==> src/include/pstwm_pkg.sv <==
// package: register map, field positions and timing constants
package pstwm_pkg;
    // ------------------------------------------------------------------
    // register offsets (byte addresses)
    // ------------------------------------------------------------------
    localparam logic [7:0] CTRL_ONE_OFFSET   = 8'h40;
    localparam logic [7:0] TIMER_OFFSET      = 8'h44;
    localparam logic [7:0] STATUS_OFFSET     = 8'h48;
    localparam logic [7:0] MASK_OFFSET       = 8'h4C;
    // ------------------------------------------------------------------
    // fields and reset values
    // ------------------------------------------------------------------
    localparam int         RESERVED_BIT_POS  = 7;
    localparam int         SINGLE_WRITE_POS  = 6;
    localparam logic [7:0] CTRL_ONE_RESET    = 8'h00;
    localparam logic [7:0] CTRL_ONE_WMASK    = 8'h40;
    localparam int         TIMER_EN_POS      = 5;
    localparam logic [5:0] TIMER_RESET       = 6'h00;
    localparam int         ST_ABORT_POS      = 0;
    localparam int         ST_RETRY_POS      = 1;
    localparam int         ST_DISC_POS       = 2;
    localparam int         STATUS_WIDTH      = 3;
    localparam logic [2:0] STATUS_RESET      = 3'h0;
    localparam logic [2:0] MASK_RESET        = 3'h0;
    // ------------------------------------------------------------------
    // timer: five programmed msbs, three implied low bits
    // ------------------------------------------------------------------
    localparam int         TIMER_FIELD_BITS  = 5;
    localparam int         COUNT_BITS        = 8;
    localparam logic [2:0] IMPLIED_LOW_BITS  = 3'h7;
    localparam logic [1:0] RESP_OKAY         = 2'h0;
    localparam logic [1:0] RESP_SLVERR       = 2'h2;
endpackage

==> src/logic/pstwm_resp_timer.sv <==
// response timer: countdown supervising target ready during a master cycle
`timescale 1ns/100ps
module pstwm_resp_timer (
    input  wire logic       clk,        // clock
    input  wire logic       rst,        // synchronous reset, active high
    input  wire logic       enable,     // timer enabled
    input  wire logic [4:0] timer_val,  // programmed five msbs
    input  wire logic       active,     // master cycle in progress
    input  wire logic       data_done,  // valid data phase completed
    output logic            expired     // one-cycle expiry pulse
);
    logic [7:0] count_reg;
    logic [7:0] load_val;
    logic       running_reg;

    assign load_val = {timer_val, pstwm_pkg::IMPLIED_LOW_BITS};

    always_ff @(posedge clk) begin
        if (rst) begin
            count_reg   <= 8'h00;
            running_reg <= 1'b0;
            expired     <= 1'b0;
        end else begin
            expired <= 1'b0;
            if (!active || !enable) begin
                count_reg   <= load_val;
                // armed while idle so the first data phase is supervised
                running_reg <= 1'b1;
            end else if (data_done) begin
                count_reg   <= load_val;
                running_reg <= 1'b1;
            end else if (running_reg) begin
                if (count_reg == 8'h00) begin
                    expired     <= 1'b1;
                    running_reg <= 1'b0;
                end else begin
                    count_reg <= count_reg - 8'h01;
                end
            end
        end
    end

    timer_reload_a: assert property (@(posedge clk) disable iff (rst)
        active && enable && data_done |=> !expired)
        else $error("timer expired right after a data phase");
endmodule

==> src/logic/pstwm_slave_write.sv <==
// slave write phase control: burst or single data phase
`timescale 1ns/100ps
module pstwm_slave_write (
    input  wire logic clk,           // clock
    input  wire logic rst,           // synchronous reset, active high
    input  wire logic single_write,  // single write mode
    input  wire logic frame,         // frame asserted, slave write cycle
    input  wire logic irdy,          // initiator ready
    output logic      trdy,          // target ready
    output logic      stop,          // target stop (disconnect)
    output logic      phase_done     // one data phase completed
);
    logic taken_reg;

    always_ff @(posedge clk) begin
        if (rst) begin
            taken_reg <= 1'b0;
        end else if (!frame) begin
            taken_reg <= 1'b0;
        end else if (phase_done) begin
            taken_reg <= 1'b1;
        end
    end

    // after one phase in single mode the slave refuses further phases
    always_comb begin
        trdy       = frame && !(single_write && taken_reg);
        stop       = frame && single_write && taken_reg;
        phase_done = trdy && irdy;
    end

    single_phase_a: assert property (@(posedge clk) disable iff (rst)
        single_write && frame && phase_done |=>
        (frame -> (!trdy && stop)))
        else $error("second data phase accepted in single write mode");
endmodule

==> src/logic/pstwm_top.sv <==
// top: pci slave response timeout and write mode with axi4-lite registers
// ----------------------------------------------------------------------
// ----------------------------------------------------------------------
//
// The AXI4-Lite interface to the registers was decided locally.
`timescale 1ns/100ps
module pstwm_top (
    input  wire logic        REF_CLK,       // 125 MHz clock
    input  wire logic        RESET,         // synchronous reset, active high
    input  wire logic [7:0]  AWADDR,        // write address
    input  wire logic        AWVALID,       // write address valid
    output logic             AWREADY,       // write address ready
    input  wire logic [31:0] WDATA,         // write data
    input  wire logic [3:0]  WSTRB,         // write strobes
    input  wire logic        WVALID,        // write data valid
    output logic             WREADY,        // write data ready
    output logic [1:0]       BRESP,         // write response
    output logic             BVALID,        // write response valid
    input  wire logic        BREADY,        // write response ready
    input  wire logic [7:0]  ARADDR,        // read address
    input  wire logic        ARVALID,       // read address valid
    output logic             ARREADY,       // read address ready
    output logic [31:0]      RDATA,         // read data
    output logic [1:0]       RRESP,         // read response
    output logic             RVALID,        // read data valid
    input  wire logic        RREADY,        // read data ready
    input  wire logic        MST_ACTIVE,    // own master cycle in progress
    input  wire logic        MST_IRDY,      // own master initiator ready
    input  wire logic        TGT_TRDY,      // target ready sampled
    input  wire logic        TGT_STOP,      // target stop (retry) sampled
    output logic             MASTER_ABORT,  // end cycle with master abort
    output logic             SERR_OUT,      // system error pulse
    input  wire logic        SLV_FRAME,     // slave write cycle frame
    input  wire logic        SLV_IRDY,      // initiator ready toward slave
    output logic             SLV_TRDY,      // slave target ready
    output logic             SLV_STOP,      // slave disconnect
    output logic             IRQ            // level interrupt
);
    // ------------------------------------------------------------------
    // registers
    // ------------------------------------------------------------------
    logic [7:0]  ctrl_one_reg;
    logic [5:0]  timer_reg;
    logic [2:0]  status_reg;
    logic [2:0]  mask_reg;
    logic        aw_hold_reg;
    logic        w_hold_reg;
    logic [7:0]  awaddr_reg;
    logic [31:0] wdata_reg;
    logic [3:0]  wstrb_reg;
    logic        retry_seen_reg;
    logic        expired;
    logic        slv_trdy;
    logic        slv_stop;
    logic        slv_done;
    logic        do_write;
    logic [2:0]  w1c_mask;
    logic [2:0]  events;
    logic [31:0] rd_word;

    // ------------------------------------------------------------------
    // sub-blocks
    // ------------------------------------------------------------------
    pstwm_resp_timer u_timer (
        .clk       (REF_CLK),
        .rst       (RESET),
        .enable    (timer_reg[pstwm_pkg::TIMER_EN_POS]),
        .timer_val (timer_reg[4:0]),
        .active    (MST_ACTIVE && !MASTER_ABORT),
        .data_done (MST_IRDY && TGT_TRDY),
        .expired   (expired)
    );

    pstwm_slave_write u_swr (
        .clk          (REF_CLK),
        .rst          (RESET),
        .single_write (ctrl_one_reg[pstwm_pkg::SINGLE_WRITE_POS]),
        .frame        (SLV_FRAME),
        .irdy         (SLV_IRDY),
        .trdy         (slv_trdy),
        .stop         (slv_stop),
        .phase_done   (slv_done)
    );

    // ------------------------------------------------------------------
    // axi4-lite write channel
    // ------------------------------------------------------------------
    assign do_write = aw_hold_reg && w_hold_reg && !BVALID;

    always_ff @(posedge REF_CLK) begin
        if (RESET) begin
            AWREADY     <= 1'b0;
            WREADY      <= 1'b0;
            aw_hold_reg <= 1'b0;
            w_hold_reg  <= 1'b0;
            awaddr_reg  <= 8'h00;
            wdata_reg   <= 32'h0000_0000;
            wstrb_reg   <= 4'h0;
            BVALID      <= 1'b0;
            BRESP       <= pstwm_pkg::RESP_OKAY;
        end else begin
            AWREADY <= !aw_hold_reg && !AWREADY && !AWVALID ? 1'b0 :
                       !aw_hold_reg && !AWREADY;
            WREADY  <= !w_hold_reg && !WREADY && WVALID;
            if (AWVALID && AWREADY) begin
                aw_hold_reg <= 1'b1;
                awaddr_reg  <= AWADDR;
            end
            if (WVALID && WREADY) begin
                w_hold_reg <= 1'b1;
                wdata_reg  <= WDATA;
                wstrb_reg  <= WSTRB;
            end
            if (do_write) begin
                aw_hold_reg <= 1'b0;
                w_hold_reg  <= 1'b0;
                BVALID      <= 1'b1;
                case (awaddr_reg)
                    pstwm_pkg::CTRL_ONE_OFFSET,
                    pstwm_pkg::TIMER_OFFSET,
                    pstwm_pkg::STATUS_OFFSET,
                    pstwm_pkg::MASK_OFFSET: BRESP <= pstwm_pkg::RESP_OKAY;
                    default:                BRESP <= pstwm_pkg::RESP_SLVERR;
                endcase
            end else if (BVALID && BREADY) begin
                BVALID <= 1'b0;
            end
        end
    end

    // reserved msb is not stored, reads zero
    always_ff @(posedge REF_CLK) begin
        if (RESET) begin
            ctrl_one_reg <= pstwm_pkg::CTRL_ONE_RESET;
            timer_reg    <= pstwm_pkg::TIMER_RESET;
            mask_reg     <= pstwm_pkg::MASK_RESET;
        end else if (do_write && wstrb_reg[0]) begin
            if (awaddr_reg == pstwm_pkg::CTRL_ONE_OFFSET) begin
                // reserved msb is dropped whatever software writes
                ctrl_one_reg <= wdata_reg[7:0] &
                                pstwm_pkg::CTRL_ONE_WMASK;
            end
            if (awaddr_reg == pstwm_pkg::TIMER_OFFSET) begin
                timer_reg <= wdata_reg[5:0];
            end
            if (awaddr_reg == pstwm_pkg::MASK_OFFSET) begin
                mask_reg <= wdata_reg[2:0];
            end
        end
    end

    // ------------------------------------------------------------------
    // master abort, system error, slave pins
    // ------------------------------------------------------------------
    always_ff @(posedge REF_CLK) begin
        if (RESET) begin
            MASTER_ABORT   <= 1'b0;
            SERR_OUT       <= 1'b0;
            retry_seen_reg <= 1'b0;
            SLV_TRDY       <= 1'b0;
            SLV_STOP       <= 1'b0;
        end else begin
            SLV_TRDY <= slv_trdy;
            SLV_STOP <= slv_stop;
            SERR_OUT <= expired;
            if (!MST_ACTIVE) begin
                MASTER_ABORT   <= 1'b0;
                retry_seen_reg <= 1'b0;
            end else begin
                if (TGT_STOP) begin
                    retry_seen_reg <= 1'b1;
                end
                if (expired) begin
                    MASTER_ABORT <= 1'b1;
                end
            end
        end
    end

    // ------------------------------------------------------------------
    // interrupt status, write one to clear, set wins
    // ------------------------------------------------------------------
    always_comb begin
        events = 3'h0;
        events[pstwm_pkg::ST_ABORT_POS] = expired && !retry_seen_reg;
        events[pstwm_pkg::ST_RETRY_POS] = expired && retry_seen_reg;
        events[pstwm_pkg::ST_DISC_POS]  = slv_stop && !SLV_STOP;
        w1c_mask = 3'h0;
        if (do_write && wstrb_reg[0] &&
            awaddr_reg == pstwm_pkg::STATUS_OFFSET) begin
            w1c_mask = wdata_reg[2:0];
        end
    end

    always_ff @(posedge REF_CLK) begin
        if (RESET) begin
            status_reg <= pstwm_pkg::STATUS_RESET;
            IRQ        <= 1'b0;
        end else begin
            status_reg <= (status_reg & ~w1c_mask) | events;
            IRQ        <= |(((status_reg & ~w1c_mask) | events) & mask_reg);
        end
    end

    // ------------------------------------------------------------------
    // axi4-lite read channel
    // ------------------------------------------------------------------
    always_comb begin
        rd_word = 32'h0000_0000;
        case (ARADDR)
            pstwm_pkg::CTRL_ONE_OFFSET: rd_word[7:0] = ctrl_one_reg;
            pstwm_pkg::TIMER_OFFSET:    rd_word[5:0] = timer_reg;
            pstwm_pkg::STATUS_OFFSET:   rd_word[2:0] = status_reg;
            pstwm_pkg::MASK_OFFSET:     rd_word[2:0] = mask_reg;
            default:                    rd_word = 32'h0000_0000;
        endcase
    end

    always_ff @(posedge REF_CLK) begin
        if (RESET) begin
            ARREADY <= 1'b0;
            RVALID  <= 1'b0;
            RDATA   <= 32'h0000_0000;
            RRESP   <= pstwm_pkg::RESP_OKAY;
        end else begin
            ARREADY <= 1'b0;
            if (ARVALID && !ARREADY && !RVALID) begin
                ARREADY <= 1'b1;
                RVALID  <= 1'b1;
                RDATA   <= rd_word;
                case (ARADDR)
                    pstwm_pkg::CTRL_ONE_OFFSET,
                    pstwm_pkg::TIMER_OFFSET,
                    pstwm_pkg::STATUS_OFFSET,
                    pstwm_pkg::MASK_OFFSET: RRESP <= pstwm_pkg::RESP_OKAY;
                    default:                RRESP <= pstwm_pkg::RESP_SLVERR;
                endcase
            end else if (RVALID && RREADY) begin
                RVALID <= 1'b0;
            end
        end
    end

    // ------------------------------------------------------------------
    // checks
    // ------------------------------------------------------------------
    abort_on_expiry_a: assert property (@(posedge REF_CLK) disable iff (RESET)
        expired && MST_ACTIVE |=> MASTER_ABORT && SERR_OUT)
        else $error("expiry did not abort the cycle");
    retry_abort_a: assert property (@(posedge REF_CLK) disable iff (RESET)
        expired && retry_seen_reg && MST_ACTIVE |=> MASTER_ABORT)
        else $error("retried cycle not aborted on expiry");
    serr_cause_a: assert property (@(posedge REF_CLK) disable iff (RESET)
        SERR_OUT |-> $past(expired))
        else $error("system error without expiry");
    burst_write_a: assert property (@(posedge REF_CLK) disable iff (RESET)
        !ctrl_one_reg[pstwm_pkg::SINGLE_WRITE_POS] |-> !slv_stop)
        else $error("disconnect in burst write mode");
    reserved_zero_a: assert property (@(posedge REF_CLK) disable iff (RESET)
        !ctrl_one_reg[pstwm_pkg::RESERVED_BIT_POS])
        else $error("reserved bit stored");
    irq_level_a: assert property (@(posedge REF_CLK) disable iff (RESET)
        IRQ |-> $past(|((status_reg & ~w1c_mask | events) & mask_reg)))
        else $error("interrupt without unmasked status");
    abort_hold_a: assert property (@(posedge REF_CLK) disable iff (RESET)
        MASTER_ABORT && MST_ACTIVE |=> MASTER_ABORT)
        else $error("master abort dropped inside the cycle");
    abort_release_a: assert property (@(posedge REF_CLK) disable iff (RESET)
        !MST_ACTIVE |=> !MASTER_ABORT)
        else $error("master abort held after the cycle");
    status_set_a: assert property (@(posedge REF_CLK) disable iff (RESET)
        |events |=> |status_reg)
        else $error("event did not set a status bit");
    rvalid_hold_a: assert property (@(posedge REF_CLK) disable iff (RESET)
        RVALID && !RREADY |=> RVALID && $stable(RDATA))
        else $error("read data withdrawn before handshake");
    bvalid_hold_a: assert property (@(posedge REF_CLK) disable iff (RESET)
        BVALID && !BREADY |=> BVALID && $stable(BRESP))
        else $error("write response withdrawn before handshake");
    aw_pending_a: assert property (@(posedge REF_CLK) disable iff (RESET)
        aw_hold_reg |-> !AWREADY)
        else $error("address accepted while a write is pending");
    w_pending_a: assert property (@(posedge REF_CLK) disable iff (RESET)
        w_hold_reg |-> !WREADY)
        else $error("data accepted while a write is pending");
    // ------------------------------------------------------------------
    // main scenarios reached
    // ------------------------------------------------------------------
    timer_abort_c: cover property (@(posedge REF_CLK) disable iff (RESET)
        MST_ACTIVE ##1 MASTER_ABORT);
    single_disc_c: cover property (@(posedge REF_CLK) disable iff (RESET)
        SLV_FRAME && SLV_STOP);
    irq_c: cover property (@(posedge REF_CLK) disable iff (RESET) IRQ);
    retry_abort_c: cover property (@(posedge REF_CLK) disable iff (RESET)
        retry_seen_reg && expired);
    burst_write_c: cover property (@(posedge REF_CLK) disable iff (RESET)
        slv_done ##1 slv_done);
endmodule

==> config.mk <==
export PLATFORM = sky130hd
export DESIGN_NAME = pstwm_top
export DESIGN_NICKNAME = d
export VERILOG_FILES = /design/src/include/pstwm_pkg.sv /design/src/logic/pstwm_resp_timer.sv /design/src/logic/pstwm_slave_write.sv /design/src/logic/pstwm_top.sv
export SDC_FILE = /design/constraint.sdc
export NUM_CORES = 1
export LEC_CHECK = 0
export BUFFER_PORTS_ARGS = -buffer_cell sky130_fd_sc_hd__buf_2
export CAP_MARGIN = 0
export CORE_UTILIZATION = 48
export DETAILED_ROUTE_END_ITERATION = 7
export HOLD_SLACK_MARGIN = 0.08
export PLACE_DENSITY_LB_ADDON = 0.1
export SYNTH_ARGS = -nofsm -noshare
export SYNTH_HDL_FRONTEND = slang
export SYNTH_SLANG_ARGS = --single-unit
==> constraint.sdc <==
create_clock -name REF_CLK -period 2 [get_ports REF_CLK]
set_input_delay 0.1 -clock REF_CLK [delete_from_list [all_inputs] [get_ports REF_CLK]]
set_output_delay 0.1 -clock REF_CLK [all_outputs]
set_load 0.02 [all_outputs]
==> results.yml <==
critical_path:
  worstPathRequired_ps: 2270
  start_kind: "flip-flop"
  path_max_fanout: 5
  cp-end-kind: "flip-flop"
  criticalPathCategory: "reg2reg"
  worstPathArrival_ps: 2020
grt:
  grt_pass1_wl_mm: 9.908
  grt_max_degree: 24
  antenna_found_initial: 0
  grt_use_total_pct: 21.00
  first_global_vias: 2160
  grt_overflow: 0
status:
  status: "complete, no violations"
min_path:
  hold_class: "in2reg"
clock_network:
  clk_latency_ps: 340
  path_clk_slew_ps: 70
  cts_made_buffers: 9
  cts_buffer_depth: 2
  cts_tree: "built"
  cts_root_buffer: "clkbuf_8"
  cts-htree-levels: 3
  cts_sinks: 62
cells_and_area:
  instances_no_fill: 476
  final_common_cell: "dfxtp_1"
  fin_nets: 466
  n_antenna_cell: 0
  drive_gt1_share_pct: 21.78
  area_delta_synth_final_pct: 25.90
  final_cell_mix: "62 x dfxtp_1, 55 x buf_2, 38 x a21oi_1, 34 x nand2_1, 31 x nor2_1"
logic_synthesis:
  synthTopCellsByArea: "dfxtp_1 45%, buf_4 7.3%, a21oi_1 6.8%"
  synth_cells: 317
  syn_area_mm2: 0.002783
  synth_top_area_share_pct: 44.60
  yosysTopAreaCell: "dfxtp_1"
  avgSynthCellArea_um2: 8.778
  netlist-cell-type-count: 44
  synth_seq_cells: 62
  yosysWarnings: 0
  seq_area_frac_synth_pct: 44.60
power:
  max-vdd-ir-drop_mv: 0.5346
  switching_share_pct: 23.48
  pwr-share-clk_pct: 43.5
  p_comb_share_pct: 9.6
  p_int_uw: 2104
  switching_power_uw: 645.6
  p_leak_uw: 0.001506
  seqPwrFrac_pct: 46.9
  p_per_area_mw_per_mm2: 785.0
placed_design:
  gp_congestion: 0.7559
  portBuffers: 55
  dpl.hpwl_mm: 3.758
  dp_cells: 435
detailed_routing:
  drt-initial-drc-count: 50
  routedWlPerCell_um: 12.10
  drcViolationCount: 0
  vias_per_cell: 4.952
  num_vias: 2357
  ant_nets: 0
  firstDrtPassIters: 4
  wl_mm: 5.760
floorplanning:
  rows: 27
  pin_count: 111
  core_mm2: 0.005540
  die_x_um: 78.14
  dieArea_mm2: 0.006106
  start_util_pct: 50.23
  die_y_um: 78.14
sta:
  fin_crit_sh_pct: 87.82
  tightest_slew_ps: 511.8
  rsz0062_at_grt: "false"
  post-route-min-period_ps: 1756
  setup_violations: 0
  fmax_ghz: 0.5693
  relSlewSlack_pct: 65.69
  finalHoldViolations: 0
  tns_ps: 0
  finalMaxSlewViolations: 0
  fin_skew_ps: 7.248
job:
  maxCapViolCount: 0
==> cell families (layout without fill, tap and decap cells) <==
| kind of cell | after synthesis | in the layout | synth area share [%] |
|---|---|---|---|
| DFF | 62 | 62 | 44.60 |
| adders and majority gates | 2 | 2 | 0.8991 |
| AOI/OAI and AO/OA | 58 | 58 | 13.22 |
| buffers and inverters | 46 | 107 | 9.847 |
| and+or+nand+nor | 129 | 129 | 24.33 |
| other | 1 | 27 | 0.1348 |
| xor gates and xnor gates | 2 | 2 | 0.6296 |
| muxes | 17 | 17 | 6.340 |
==> cell type report <==
class                   count  area [µm²]
clock inverters             4       70.07
well taps                  72       90.09
multi-input cells         235        1371
flip-flops and latches     62        1241
inverters                   6       22.52
fillers                   501        2037
clock buffers              12       145.1
repair buffers             85       563.0
==> timing repair <==
item	4_1_cts	5_1_grt
setup endpoints to repair	0	1
setup buffers	0	0
resized for setup	0	1
hold buffers	25	0
hold endpoints to repair	23	0
==> synth_stat cells <==
cell type and number:
mux2_2 4, nor4b_1 3, mux2_1 1, o211a_1 1, ha_1 2, a22o_1 3, nor3_2 1, and3_1 1
buf_4 27, o21ai_0 2, a311oi_1 2, nor4_2 1, conb_1 1, nor2b_1 5, nand4_1 9, clkbuf_1 9
xor2_1 1, nand3_1 20, o22ai_1 2, inv_1 6, nand2_1 34, xnor2_1 1, nor3b_1 3, or4_1 2
or4b_1 1, nor2_1 31, mux2i_1 12, a22oi_1 1, a211oi_2 1, nor3_4 1, nand2b_1 7, o31ai_1 1
nor3b_2 1, nor3_1 3, a21oi_2 1, or3_4 1, o41ai_4 1, nand4b_1 1, a21oi_1 38, buf_1 4
or3b_2 1, dfxtp_1 62, and3b_1 3, a211oi_1 5
==> metrics by stage <==
step	utilization (%)	setup WS, ps	hold WS (ps)	total power [µW]	area [µm²]
final	63.23	243.5	101.7	2750	3503
after global routing	63.23	132.8	94.29	2874	3503
after CTS	63.12	220.3	82.07	2781	3497
after detailed placement	54.72	235.3	323.1	1541	3032
after global placement	54.72	218.3	306.6	1538	3032
after floorplan	-	359.5	215.8	1506	2880
==> critical path: stages (launching register included) <==
cell and delay, ps:
dfxtp_1 350, inv_1 90, ha_1 220, nor4b_2 190
or4_1 480, o211a_1 210, nor3_1 150
==> final timing paths <==
kind	startpoint	endpoint	slack, ps	cells past startpoint
worst min register to register	RDATA[5]	RDATA[5]	450	2
worst max-delay path	u_timer.count_reg[0]	u_timer.count_reg[4]	240	6
worst max register to register	u_timer.count_reg[0]	u_timer.count_reg[4]	240	6
worst min-delay path	AWVALID	awaddr_reg[1]	100	3
==> power by group through the flow <==
stage | combinational, µW | sequential [µW] | clock [µW]
global placement | 221 | 1320 | 0
detailed placement | 224 | 1320 | 0
floorplan | 188 | 1320 | 0
global route | 291 | 1290 | 1290
finish | 263 | 1290 | 1200
CTS | 260 | 1290 | 1230
==> layer usage <==
| metal | vias to the layer above | track usage, % | part of all wire (%) |
|---|---|---|---|
| li1 | 1219 | - | - |
| met1 | 1082 | 25.33 | 46 |
| met2 | 50 | 34.82 | 49 |
| met3 | 6 | 7.326 | 3.9 |
| met4 | 0 | 6.852 | 1.1 |
| met5 | - | 0 | 0 |
(Power assumes the default switching activity.)
